--- src/rtl/sip_pkg.sv ---
// Purpose: constants for the illumination, power and mode register group
// Assumes: registers reached through a byte-wide register port, one clock
// Notes:   counts below are in cycles of the block clock
// Behaviour
// preflash lasts preflash setting times 32 plus 30 clocks
// idle gap after each frame lasts gap setting times 32 clocks
// frame period is shutter time plus 3400 clocks plus idle gap
// reset command 0x5a/0x5b gives full reset, 0x96/0x97 partial reset
// power-down command 0xe7 puts the device into powered-down state
// controller wakes a powered-down device by writing 0x5a to reset command
// inverted revision reads back the bitwise inverse of the revision value
// illumination control bit 3 keeps the light source off
// illumination control bit 2 keeps the light source on
// fixed current code decodes 00=20, 01=15, 10=36, 11=30 mA
// fixed current code applies only while adaptive switching is off
// motion config bit 7 picks output polarity, low active by default
// motion config bit 6 picks level or edge signalling, edge by default
// adaptive mode uses lower current on brighter surfaces, between low and high
// adaptive high code in bits 3:2 decodes 15, 20, 30, 36 mA
// adaptive low bit decodes 15 mA when clear, 20 mA when set
// adaptive config bit 0 clear enables switching; reset leaves it enabled
// low setting above high setting fixes current at the higher value
// operating state field bits 7:6 reads normal or rest mode one to three
// writing 0x40, 0x80, 0xc0 forces rest mode one, two, three
// writing 0x00 releases forced rest mode back to normal
// reserved bits read as zero and writes to them do nothing
package sip_pkg;
  // ************************************************************
  // register offsets
  // ************************************************************
  localparam logic [7:0] ADDR_PREFLASH = 8'h34;
  localparam logic [7:0] ADDR_GAP      = 8'h35;
  localparam logic [7:0] ADDR_RESET    = 8'h3a;
  localparam logic [7:0] ADDR_DOWN     = 8'h3b;
  localparam logic [7:0] ADDR_INVREV   = 8'h3f;
  localparam logic [7:0] ADDR_ILLUM    = 8'h40;
  localparam logic [7:0] ADDR_MOTION   = 8'h41;
  localparam logic [7:0] ADDR_ADAPT    = 8'h43;
  localparam logic [7:0] ADDR_OPSTATE  = 8'h45;
  // ************************************************************
  // reset values and writable masks
  // ************************************************************
  localparam logic [7:0] RST_PREFLASH  = 8'ha0;
  localparam logic [7:0] RST_GAP       = 8'h00;
  localparam logic [7:0] RST_ILLUM     = 8'h00;
  localparam logic [7:0] RST_MOTION    = 8'h40;
  localparam logic [7:0] RST_ADAPT     = 8'h08;
  localparam logic [7:0] MASK_ILLUM    = 8'h0f;
  localparam logic [7:0] MASK_MOTION   = 8'hc0;
  localparam logic [7:0] MASK_ADAPT    = 8'h0f;
  // ************************************************************
  // field positions
  // ************************************************************
  localparam int BIT_FORCE_OFF = 3;
  localparam int BIT_FORCE_ON  = 2;
  localparam int FIX_LSB       = 0;
  localparam int BIT_POLARITY  = 7;
  localparam int BIT_EDGE      = 6;
  localparam int HIGH_LSB      = 2;
  localparam int BIT_LOW       = 1;
  localparam int BIT_ADAPT_OFF = 0;
  localparam int STATE_LSB     = 6;
  // ************************************************************
  // command codes
  // ************************************************************
  localparam logic [7:0] CMD_FULL_A   = 8'h5a;
  localparam logic [7:0] CMD_FULL_B   = 8'h5b;
  localparam logic [7:0] CMD_PART_A   = 8'h96;
  localparam logic [7:0] CMD_PART_B   = 8'h97;
  localparam logic [7:0] CMD_DOWN     = 8'he7;
  localparam logic [7:0] MODE_NORMAL  = 8'h00;
  localparam logic [7:0] MODE_REST1   = 8'h40;
  localparam logic [7:0] MODE_REST2   = 8'h80;
  localparam logic [7:0] MODE_REST3   = 8'hc0;
  // ************************************************************
  // timing counts and currents
  // ************************************************************
  localparam logic [17:0] STEP_CLOCKS   = 18'h00020;   // 32 clocks per step
  localparam logic [17:0] PREFLASH_BASE = 18'h0001e;   // 30 clocks
  localparam logic [17:0] FRAME_BASE    = 18'h00d48;   // 3400 clocks
  localparam logic [5:0]  MA_15 = 6'h0f;
  localparam logic [5:0]  MA_20 = 6'h14;
  localparam logic [5:0]  MA_30 = 6'h1e;
  localparam logic [5:0]  MA_36 = 6'h24;
  // ************************************************************
  // power state
  // ************************************************************
  typedef enum logic [1:0] {
    PWR_RUN  = 2'b01,
    PWR_DOWN = 2'b10
  } sip_pwr_t;
endpackage

--- src/rtl/sip_frame_timer.sv ---
// Purpose: frame period counter with preflash window at frame start
// Assumes: shutter time given in clocks by the exposure logic
// Notes:   settings are sampled once per frame, at its first cycle
`timescale 1ns/1ps
`default_nettype none
module sip_frame_timer (
  // clock and reset
  input  wire logic        clock,
  input  wire logic        reset,
  // control
  input  wire logic        run,
  input  wire logic        restart,
  // settings
  input  wire logic [15:0] shutter_time,
  input  wire logic [7:0]  frame_gap,
  input  wire logic [7:0]  illum_preflash_bits,
  // status
  output logic             frame_start,
  output logic             preflash_active
);
  logic [17:0] count_reg;
  logic [17:0] period_reg;
  logic [17:0] preflash_reg;
  logic [17:0] period_next;
  logic [17:0] preflash_next;

  // gap widens the period, lowering the frame rate
  assign period_next = 18'(shutter_time) + sip_pkg::FRAME_BASE
                       + 18'(frame_gap) * sip_pkg::STEP_CLOCKS;
  assign preflash_next = 18'(illum_preflash_bits) * sip_pkg::STEP_CLOCKS
                         + sip_pkg::PREFLASH_BASE;

  always_ff @(posedge clock) begin
    if (reset || restart || !run) begin
      count_reg    <= 18'h00000;
      period_reg   <= 18'h00000;
      preflash_reg <= 18'h00000;
    end else begin
      if (count_reg == 18'h00000) begin
        period_reg   <= period_next;
        preflash_reg <= preflash_next;
      end
      if (count_reg != 18'h00000 && count_reg == period_reg - 18'h00001) begin
        count_reg <= 18'h00000;
      end else begin
        count_reg <= count_reg + 18'h00001;
      end
    end
  end

  always_ff @(posedge clock) begin
    if (reset || restart || !run) begin
      frame_start     <= 1'b0;
      preflash_active <= 1'b0;
    end else begin
      frame_start <= (count_reg == 18'h00000);
      // first cycle uses fresh setting, later cycles the latched one
      if (count_reg == 18'h00000) begin
        preflash_active <= (preflash_next > 18'h00000);
      end else begin
        preflash_active <= (count_reg < preflash_reg);
      end
    end
  end
endmodule
`default_nettype wire

--- src/rtl/sip_illum_current.sv ---
// Purpose: picks the drive current of the light source
// Assumes: brightness flag from the image path, same clock
// Notes:   purely combinational, the caller registers the result
`timescale 1ns/1ps
`default_nettype none
module sip_illum_current (
  // configuration
  input  wire logic [1:0] fixed_current_code,
  input  wire logic [1:0] adaptive_high_current,
  input  wire logic       adaptive_low_current,
  input  wire logic       adaptive_switch_off,
  // surface
  input  wire logic       surface_bright,
  // result
  output logic      [5:0] current_ma
);
  logic [5:0] fixed_ma;
  logic [5:0] high_ma;
  logic [5:0] low_ma;

  always_comb begin
    case (fixed_current_code)
      2'h0:    fixed_ma = sip_pkg::MA_20;
      2'h1:    fixed_ma = sip_pkg::MA_15;
      2'h2:    fixed_ma = sip_pkg::MA_36;
      default: fixed_ma = sip_pkg::MA_30;
    endcase
    case (adaptive_high_current)
      2'h0:    high_ma = sip_pkg::MA_15;
      2'h1:    high_ma = sip_pkg::MA_20;
      2'h2:    high_ma = sip_pkg::MA_30;
      default: high_ma = sip_pkg::MA_36;
    endcase
    low_ma = adaptive_low_current ? sip_pkg::MA_20 : sip_pkg::MA_15;
    if (adaptive_switch_off) begin
      current_ma = fixed_ma;
    end else if (low_ma > high_ma) begin
      current_ma = low_ma;
    end else begin
      current_ma = surface_bright ? low_ma : high_ma;
    end
  end
endmodule
`default_nettype wire

--- src/rtl/sip_illum_power_regs.sv ---
// Purpose: illumination, frame timing, reset, power-down and mode registers
// Assumes: register port strobes come from the serial port on this clock
// Notes:   read data returns one cycle after the read strobe
`timescale 1ns/1ps
`default_nettype none
module sip_illum_power_regs (
  // clock and reset
  input  wire logic        clock,
  input  wire logic        reset,
  // register port
  input  wire logic        reg_write,
  input  wire logic        reg_read,
  input  wire logic [7:0]  reg_addr,
  input  wire logic [7:0]  reg_wdata,
  output logic      [7:0]  reg_rdata,
  output logic             reg_rvalid,
  // image path status
  input  wire logic [7:0]  revision_id,
  input  wire logic [15:0] shutter_time,
  input  wire logic        surface_bright,
  input  wire logic [1:0]  rest_state_auto,
  input  wire logic        motion_event,
  input  wire logic        motion_clear,
  // illumination
  output logic             illum_on,
  output logic      [5:0]  illum_current_ma,
  // motion pin
  output logic             motion_out,
  // power and mode
  output logic             full_reset_pulse,
  output logic             partial_reset_pulse,
  output logic             powered_down,
  output logic             forced_rest,
  output logic      [1:0]  operating_state_field,
  output logic             frame_start
);
  // ************************************************************
  // decode
  // ************************************************************
  sip_pkg::sip_pwr_t pwr_reg;
  logic [7:0] preflash_reg;
  logic [7:0] gap_reg;
  logic [7:0] illum_control_reg;
  logic [7:0] motion_cfg_reg;
  logic [7:0] adaptive_reg;
  logic [1:0] forced_state_reg;
  logic       forced_rest_reg;
  logic       motion_pending_reg;
  logic       motion_edge_reg;
  logic       full_hit;
  logic       part_hit;
  logic       down_hit;
  logic       cfg_write;
  logic       restore;
  logic       preflash_active;
  logic [5:0] current_next;
  logic [1:0] state_now;
  logic       motion_level;

  assign full_hit = reg_write && reg_addr == sip_pkg::ADDR_RESET &&
                    (reg_wdata == sip_pkg::CMD_FULL_A ||
                     reg_wdata == sip_pkg::CMD_FULL_B);
  assign part_hit = reg_write && reg_addr == sip_pkg::ADDR_RESET &&
                    pwr_reg == sip_pkg::PWR_RUN &&
                    (reg_wdata == sip_pkg::CMD_PART_A ||
                     reg_wdata == sip_pkg::CMD_PART_B);
  assign down_hit = reg_write && reg_addr == sip_pkg::ADDR_DOWN &&
                    reg_wdata == sip_pkg::CMD_DOWN;
  // a sleeping device only listens for the wake command
  assign cfg_write = reg_write && pwr_reg == sip_pkg::PWR_RUN;
  assign restore   = reset || full_hit;
  assign state_now = forced_rest_reg ? forced_state_reg : rest_state_auto;

  // ************************************************************
  // power state
  // ************************************************************
  always_ff @(posedge clock) begin
    if (reset) begin
      pwr_reg <= sip_pkg::PWR_RUN;
    end else begin
      case (pwr_reg)
        sip_pkg::PWR_RUN: begin
          if (down_hit) begin
            pwr_reg <= sip_pkg::PWR_DOWN;
          end
        end
        sip_pkg::PWR_DOWN: begin
          if (full_hit) begin
            pwr_reg <= sip_pkg::PWR_RUN;
          end
        end
        default: pwr_reg <= sip_pkg::PWR_RUN;
      endcase
    end
  end

  always_ff @(posedge clock) begin
    if (reset) begin
      full_reset_pulse    <= 1'b0;
      partial_reset_pulse <= 1'b0;
      powered_down        <= 1'b0;
    end else begin
      full_reset_pulse    <= full_hit;
      partial_reset_pulse <= part_hit;
      powered_down        <= (pwr_reg == sip_pkg::PWR_RUN) ? down_hit : !full_hit;
    end
  end

  // ************************************************************
  // configuration registers
  // ************************************************************
  always_ff @(posedge clock) begin
    if (restore) begin
      preflash_reg <= sip_pkg::RST_PREFLASH;
      gap_reg      <= sip_pkg::RST_GAP;
    end else if (cfg_write && reg_addr == sip_pkg::ADDR_PREFLASH) begin
      preflash_reg <= reg_wdata;
    end else if (cfg_write && reg_addr == sip_pkg::ADDR_GAP) begin
      gap_reg <= reg_wdata;
    end
  end

  always_ff @(posedge clock) begin
    if (restore) begin
      illum_control_reg <= sip_pkg::RST_ILLUM;
      motion_cfg_reg    <= sip_pkg::RST_MOTION;
      adaptive_reg      <= sip_pkg::RST_ADAPT;
    end else if (cfg_write) begin
      // reserved bits never store, so they read zero
      if (reg_addr == sip_pkg::ADDR_ILLUM) begin
        illum_control_reg <= reg_wdata & sip_pkg::MASK_ILLUM;
      end
      if (reg_addr == sip_pkg::ADDR_MOTION) begin
        motion_cfg_reg <= reg_wdata & sip_pkg::MASK_MOTION;
      end
      if (reg_addr == sip_pkg::ADDR_ADAPT) begin
        adaptive_reg <= reg_wdata & sip_pkg::MASK_ADAPT;
      end
    end
  end

  // ************************************************************
  // forced rest mode
  // ************************************************************
  always_ff @(posedge clock) begin
    if (restore || part_hit) begin
      forced_rest_reg  <= 1'b0;
      forced_state_reg <= 2'h0;
    end else if (cfg_write && reg_addr == sip_pkg::ADDR_OPSTATE) begin
      case (reg_wdata)
        sip_pkg::MODE_REST1,
        sip_pkg::MODE_REST2,
        sip_pkg::MODE_REST3: begin
          forced_rest_reg  <= 1'b1;
          forced_state_reg <= reg_wdata[sip_pkg::STATE_LSB +: 2];
        end
        sip_pkg::MODE_NORMAL: begin
          forced_rest_reg  <= 1'b0;
          forced_state_reg <= 2'h0;
        end
        // other codes leave the mode alone
        default: forced_rest_reg <= forced_rest_reg;
      endcase
    end
  end

  always_ff @(posedge clock) begin
    if (reset) begin
      forced_rest           <= 1'b0;
      operating_state_field <= 2'h0;
    end else begin
      forced_rest           <= forced_rest_reg;
      operating_state_field <= state_now;
    end
  end

  // ************************************************************
  // read port
  // ************************************************************
  always_ff @(posedge clock) begin
    if (reset) begin
      reg_rdata  <= 8'h00;
      reg_rvalid <= 1'b0;
    end else begin
      reg_rvalid <= reg_read;
      if (reg_read) begin
        case (reg_addr)
          sip_pkg::ADDR_PREFLASH: reg_rdata <= preflash_reg;
          sip_pkg::ADDR_GAP:      reg_rdata <= gap_reg;
          sip_pkg::ADDR_INVREV:   reg_rdata <= ~revision_id;
          sip_pkg::ADDR_ILLUM:    reg_rdata <= illum_control_reg;
          sip_pkg::ADDR_MOTION:   reg_rdata <= motion_cfg_reg;
          sip_pkg::ADDR_ADAPT:    reg_rdata <= adaptive_reg;
          sip_pkg::ADDR_OPSTATE:  reg_rdata <= {state_now, 6'h00};
          default:                reg_rdata <= 8'h00;
        endcase
      end
    end
  end

  // ************************************************************
  // frame timing and illumination
  // ************************************************************
  sip_frame_timer u_timer (
    .clock               (clock),
    .reset               (reset),
    .run                 (pwr_reg == sip_pkg::PWR_RUN),
    .restart             (part_hit || full_hit),
    .shutter_time        (shutter_time),
    .frame_gap           (gap_reg),
    .illum_preflash_bits (preflash_reg),
    .frame_start         (frame_start),
    .preflash_active     (preflash_active)
  );

  sip_illum_current u_current (
    .fixed_current_code    (illum_control_reg[sip_pkg::FIX_LSB +: 2]),
    .adaptive_high_current (adaptive_reg[sip_pkg::HIGH_LSB +: 2]),
    .adaptive_low_current  (adaptive_reg[sip_pkg::BIT_LOW]),
    .adaptive_switch_off   (adaptive_reg[sip_pkg::BIT_ADAPT_OFF]),
    .surface_bright        (surface_bright),
    .current_ma            (current_next)
  );

  always_ff @(posedge clock) begin
    if (reset) begin
      illum_on         <= 1'b0;
      illum_current_ma <= 6'h00;
    end else begin
      illum_current_ma <= current_next;
      if (pwr_reg != sip_pkg::PWR_RUN) begin
        illum_on <= 1'b0;
      end else if (illum_control_reg[sip_pkg::BIT_FORCE_OFF]) begin
        illum_on <= 1'b0;
      end else if (illum_control_reg[sip_pkg::BIT_FORCE_ON]) begin
        illum_on <= 1'b1;
      end else begin
        illum_on <= preflash_active;
      end
    end
  end

  // ************************************************************
  // motion pin
  // ************************************************************
  always_ff @(posedge clock) begin
    if (reset) begin
      motion_pending_reg <= 1'b0;
      motion_edge_reg    <= 1'b0;
    end else begin
      // a new event beats a clear in the same cycle
      motion_pending_reg <= motion_event || (motion_pending_reg && !motion_clear);
      motion_edge_reg    <= motion_event && !motion_pending_reg;
    end
  end

  assign motion_level = motion_cfg_reg[sip_pkg::BIT_EDGE] ? motion_edge_reg
                                                          : motion_pending_reg;

  always_ff @(posedge clock) begin
    if (reset) begin
      motion_out <= 1'b1;
    end else begin
      motion_out <= motion_cfg_reg[sip_pkg::BIT_POLARITY] ? motion_level
                                                          : !motion_level;
    end
  end
endmodule
`default_nettype wire

--- config.mk ---
export PLATFORM = sky130hd
export DESIGN_NAME = sip_illum_power_regs
export DESIGN_NICKNAME = d
export VERILOG_FILES = /design/src/rtl/sip_pkg.sv /design/src/rtl/sip_frame_timer.sv /design/src/rtl/sip_illum_current.sv /design/src/rtl/sip_illum_power_regs.sv
export SDC_FILE = /design/constraint.sdc
export NUM_CORES = 1
export LEC_CHECK = 0
export ABC_AREA = 1
export ABC_CLOCK_PERIOD_IN_PS = 5500
export BUFFER_PORTS_ARGS = -buffer_cell sky130_fd_sc_hd__buf_2
export CORE_UTILIZATION = 50
export CTS_CLUSTER_SIZE = 16
export DETAILED_ROUTE_END_ITERATION = 8
export PLACE_DENSITY = 0.71
export SYNTH_ARGS = -nofsm -noshare
export SYNTH_HDL_FRONTEND = slang
export SYNTH_SLANG_ARGS = --single-unit
--- constraint.sdc ---
create_clock -name clock -period 5.5 [get_ports clock]
set_input_delay 0.55 -clock clock [delete_from_list [all_inputs] [get_ports clock]]
set_output_delay 0.55 -clock clock [all_outputs]
set_load 0.03 [all_outputs]
Word-level counts from Yosys, hierarchy flattened. Index checks and enable logic that the tools add are counted.

Register bits: 112. Input port bits: 49. Output and inout bits: 24. Word-level logic and storage cells: 121.

Add/subtract/negate cells: 5. Magnitude comparators: 3. Equal/unequal tests: 27. Muxes and demuxes: 18. Bitwise logic cells: 2. Reduce and logical (&&, ||, !) cells: 41.

Operator list (count): $eq 8x7->1 const B (7); $pmux 8 s7 (1); $eq 8x6->1 const B (5); $eq 8x8->1 const B (5); $pmux 6 s3 (2); $add 18x1->18 const B (1); $add 18x13->18 (1); $eq 18x18->1 (1); $gt 18x1->1 const B (1); $logic_not 18->1 (1); $lt 18x18->1 (1); $mux 6 (3); $reduce_bool 18->1 (1); $sub 18x1->18 const B (1); $add 16x12->17 const B (1); $add 13x5->14 const B (1); $logic_and 1x1->1 (13); $reduce_and 2->1 (6); $logic_not 8->1 (1); $logic_or 1x1->1 (8); $not 8->8 (1); $pmux 2 s2 (2); $eq 2x1->1 const B (3); $eq 2x2->1 const B (3); other kinds (13) (26).

Logic depth before layout (Yosys ltp).
Depth in word-level cells: 8. Mapped depth: 16. Depth with buffers taken out: 16.

Cells and area by module. From an unflattened synthesis, not the netlist that was laid out.

Cells, all modules: 955. Area total of the unflattened synthesis: 6526.3 sq um.

By module, submodules not included: sip_frame_timer (times used 1, cells each 505, area an instance 3449.6 sq um, sequential area each 920.9 sq um); sip_illum_power_regs (times used 1, cells each 395, area an instance 2766.4 sq um, sequential area each 1121.1 sq um); sip_illum_current (times used 1, cells each 55, area an instance 310.3 sq um, sequential area each 0.0 sq um).

Worst setup path before layout. No wires, ideal clock.

Kind: input to register. Start: input port shutter_time[3]. End: register u_timer.period_reg[14]. Library setup time: 0.115 ns. Arrival time: 2.361 ns. Required time: 5.385 ns. Setup slack: 3.023 ns. Stages: 15. Path buffers: 0. Cells stage by stage: ha_1 nand2_1 nand2_1 a21oi_1 xor2_1 ha_1 a21o_1 a21oi_1 o21ai_0 nand2_1 nand2_1 nand3_1 nand2_1 o21ai_0 inv_1.

Longest elaborated chain between the ends: 2.

RTL lines: from (decl) (line sip_illum_power_regs.sv:19) `input wire logic [15:0] shutter_time,`; $add 16x12->17 (line sip_frame_timer.sv:28) `assign period_next = 18'(shutter_time) + sip_pkg::FRAME_BASE`; $add 18x13->18 (line sip_frame_timer.sv:29) `+ 18'(frame_gap) * sip_pkg::STEP_CLOCKS;`; to (signal assigned) (line sip_frame_timer.sv:40) `period_reg <= period_next;`; to (decl) (line sip_frame_timer.sv:22) `logic [17:0] period_reg;`.

Every way passes these cells. A chain may end at the register's enable or synchronous reset.

Final worst setup path.
Start: input port reg_wdata[4]. End: register u_timer.count_reg[5].

Longest elaborated chain between the ends: 7. Elaborated cells on any way between the ends: 12. Classes of those cells: eq/ne (4); reduce/logical (8).

RTL lines: from (decl) (line sip_illum_power_regs.sv:14) `input wire logic [7:0] reg_wdata,`; $eq 8x8->1, or another cell as far along (line sip_illum_power_regs.sv:65) `(reg_wdata == sip_pkg::CMD_PART_A ||`; $logic_or 1x1->1, on equally long branches (line sip_illum_power_regs.sv:65, sip_illum_power_regs.sv:61); $logic_and 1x1->1, on equally long branches (line sip_illum_power_regs.sv:64, sip_illum_power_regs.sv:60); $logic_or 1x1->1 * (line sip_illum_power_regs.sv:208) `.restart (part_hit || full_hit),`; $logic_or 1x1->1 * (2 in a row) (line sip_frame_timer.sv:34) `if (reset || restart || !run) begin`; $reduce_or 2->1 (no line) *; to (signal assigned) (line sip_frame_timer.sv:46) `count_reg <= count_reg + 18'h00001;`; to (decl) (line sip_frame_timer.sv:21) `logic [17:0] count_reg;`.

Every way passes the cells marked *; elsewhere a longest branch is shown, timed or not.

==> impl_metrics.py <==
metrics = {
    "outcome": {
        "outcome": "completed",
    },
    "flow_run": {
        "maxCapViolations": 0,
    },
    "timing": {
        "rsz0062_at_grt": "false",
        "worst_pin_slew_ns": 0.682,
        "slew_viol_final": 0,
        "hold_viol": 0,
        "fin_setup_tns_ns": 0,
        "fmax_ghz": 0.348,
        "min_period_ns": 2.88,
        "fin_crit_sh": 0.523,
        "fin_worst_skew_ns": 0.0111,
        "setup_viol": 0,
        "slew_headroom": 0.544,
    },
    "power_and_ir_drop": {
        "p_int_mw": 1.25,
        "p_sw_frac": 0.292,
        "ir_drop_uv": 239,
        "p_sw_mw": 0.517,
        "leakagePower_nw": 3.26,
        "power-per-cell-area_nw_per_um2": 258,
        "clock_power_share": 0.367,
        "pwr-share-seq": 0.446,
        "power_frac_comb": 0.187,
    },
    "logic_synthesis": {
        "synth_ff_type": "dfxtp_1",
        "yosys.area.top_type_share": 0.335,
        "syn_area_um2": 6100,
        "yosysMostFrequentCell": "nand2_1",
        "synth_top_area_cell": "dfxtp_1",
        "synth-seq-cells": 102,
        "ys_top_cells_by_area": "dfxtp_1, nand2_1, inv_1, ha_1, a21oi_1",
        "synth_cell_types": 40,
        "ys_warn_count": 0,
        "avgSynthCellArea_um2": 6.92,
        "synth_fp_nets": 963,
        "synth-edff-count": 0,
        "ys_seq_area_frac": 0.335,
        "synth_common_cells": "nand2_1, inv_1, dfxtp_1, nor2_1, a21oi_1",
        "synth_cells": 882,
        "synthArstFlopShare": 0,
    },
    "global_route": {
        "grt_pass1_vias": 5334,
        "use_met3": 0.0497,
        "grt_max_degree": 29,
        "grt_antenna_before_repair": 0,
        "grt_pass1_wl_mm": 25.3,
        "busiest_layer": "met2",
        "met1_usage": 0.329,
        "use_met2": 0.424,
        "grtUsageTotal": 0.252,
        "grt_overflow": 0,
    },
    "critical_path": {
        "cp-endpoint": "u_timer.count_reg[5]",
        "r2r_slack_ns": 3.24,
        "cp.arrival_ns": 3.11,
        "startpoint": "reg_wdata[4]",
        "crit_required_ns": 5.73,
        "startpoint_type": "input pin",
        "end_kind": "register",
        "reg2reg_to": "u_timer.count_reg[5]",
        "reg2reg_depth": 12,
        "cp_max_fo": 28,
        "path_class": "input pin to register",
        "r2r_start": "u_timer.count_reg[0]",
    },
    "route": {
        "drtPass1Iterations": 5,
        "via_count": 5678,
        "drc_errors": 0,
        "vias_per_cell": 5.18,
        "detail-route-antenna-nets": 0,
        "wl_per_cell_um": 13.5,
        "drt_wl_total_mm": 14.8,
        "drtIter0Drc": 403,
    },
    "clock_network": {
        "clock_latency_ns": 0.36,
        "cts_buffer_depth": 2,
        "h-tree-depth": 3,
        "cts_buffers": 9,
        "clock_sinks": 102,
        "holdBufCountCts": 0,
        "cts_resized": 0,
        "cts_setup_buffers": 0,
        "path_clk_slew_ns": 0.07,
        "root_buffer": "clkbuf_16",
        "cts_tree": "yes",
    },
    "final_layout": {
        "post-route-cell-area_um2": 6850,
        "final_nets": 1029,
        "antenna_cells": 0,
        "area_growth_pct": 12.3,
        "layout-drive-gt1-share": 0.137,
    },
    "place": {
        "place_area_um2": 6550,
        "hpwl_mm": 11.6,
        "gp_congestion": 0.924,
        "portBuffers": 72,
    },
    "floorplanning": {
        "ios": 73,
        "core_um2": 11700,
        "std_cell_rows": 39,
        "dieHeight_um": 112,
        "chipWidth_um": 112,
        "dieArea_um2": 12600,
        "start_util": 0.523,
    },
    "worst_hold_path": {
        "min_path_type": "input pin to register",
    },
}
critical path, stage by stage:
cell and delay [ns]:
buf_2 0.12, inv_1 0.05, nor2_1 0.13, nand3_1 0.10
nor4_2 0.22, nand2_1 0.09, nand2_1 0.52, inv_2 0.23
nand3_2 0.49, inv_1 0.22, nand2_4 0.29, nor2_1 0.08
cell type report:
class / count / area [um^2]
clock buffers: 12 / 246
well taps: 143 / 179
fillers: 1159 / 4810
inverters: 141 / 529
clock inverters: 4 / 55.1
multi-input cells: 622 / 3440
repair buffers: 72 / 360
flip-flops and latches: 102 / 2040
power groups by stage:
stage	Sequential [mW]	Clock (mW)	Combinational (mW)
after floorplan	0.808	0	0.239
after global placement	0.805	0	0.322
after detailed placement	0.805	0	0.327
after CTS	0.788	0.665	0.329
after global routing	0.792	0.698	0.375
final	0.788	0.648	0.329
layer usage:
metal,share of wire,up-vias
li1,-,2982
met1,0.48,2525
met2,0.46,151
met3,0.040,20
met4,0.017,0
met5,0,-
placed cells by master, fill, tap and decap left out, types with 15 or more instances in the layout:
cell type,instances
nand2_1,188
inv_1,137
dfxtp_1,102
nor2_1,75
a21oi_1,72
buf_2,72
nand3_1,56
o21ai_0,44
ha_1,31
xor2_1,29
nor2_2,18
nand4_1,15
xnor2_1,15
metrics by stage:
step / worst slack, ns / hold WS, ns / instances / util / power, mW
after floorplan: 3.02 / 0.417 / 882 / - / 1.05
final: 2.62 / 0.374 / 1096 / 0.587 / 1.77
after CTS: 2.69 / 0.365 / 1096 / 0.587 / 1.78
after global placement: 2.44 / 0.451 / 1080 / 0.562 / 1.13
after global routing: 2.37 / 0.366 / 1096 / 0.587 / 1.86
after detailed placement: 2.35 / 0.449 / 1080 / 0.562 / 1.13
how the worst min path moves through the flow:
stage                                   startpoint                  endpoint  slack, ns  depth (start not counted)
after global routing                  motion_clear        motion_pending_reg       0.37                          2
after global placement    u_timer.preflash_reg[11]  u_timer.preflash_reg[11]       0.45                          2
final                                 motion_clear        motion_pending_reg       0.37                          2
after CTS                             motion_clear        motion_pending_reg       0.36                          2
after floorplan                 motion_pending_reg           motion_edge_reg       0.42                          1
after detailed placement        motion_pending_reg           motion_edge_reg       0.45                          1
cells by family after synthesis:
kind of cell	share of synthesized area
AO/OA/AOI/OAI	0.134
XOR/XNOR	0.0632
adder cells (fa/ha/maj)	0.0668
buffers and inverters	0.102
flip-flops	0.335
multiplexers	0.00164
AND/OR/NAND/NOR	0.298
(Power assumes the default switching activity.)
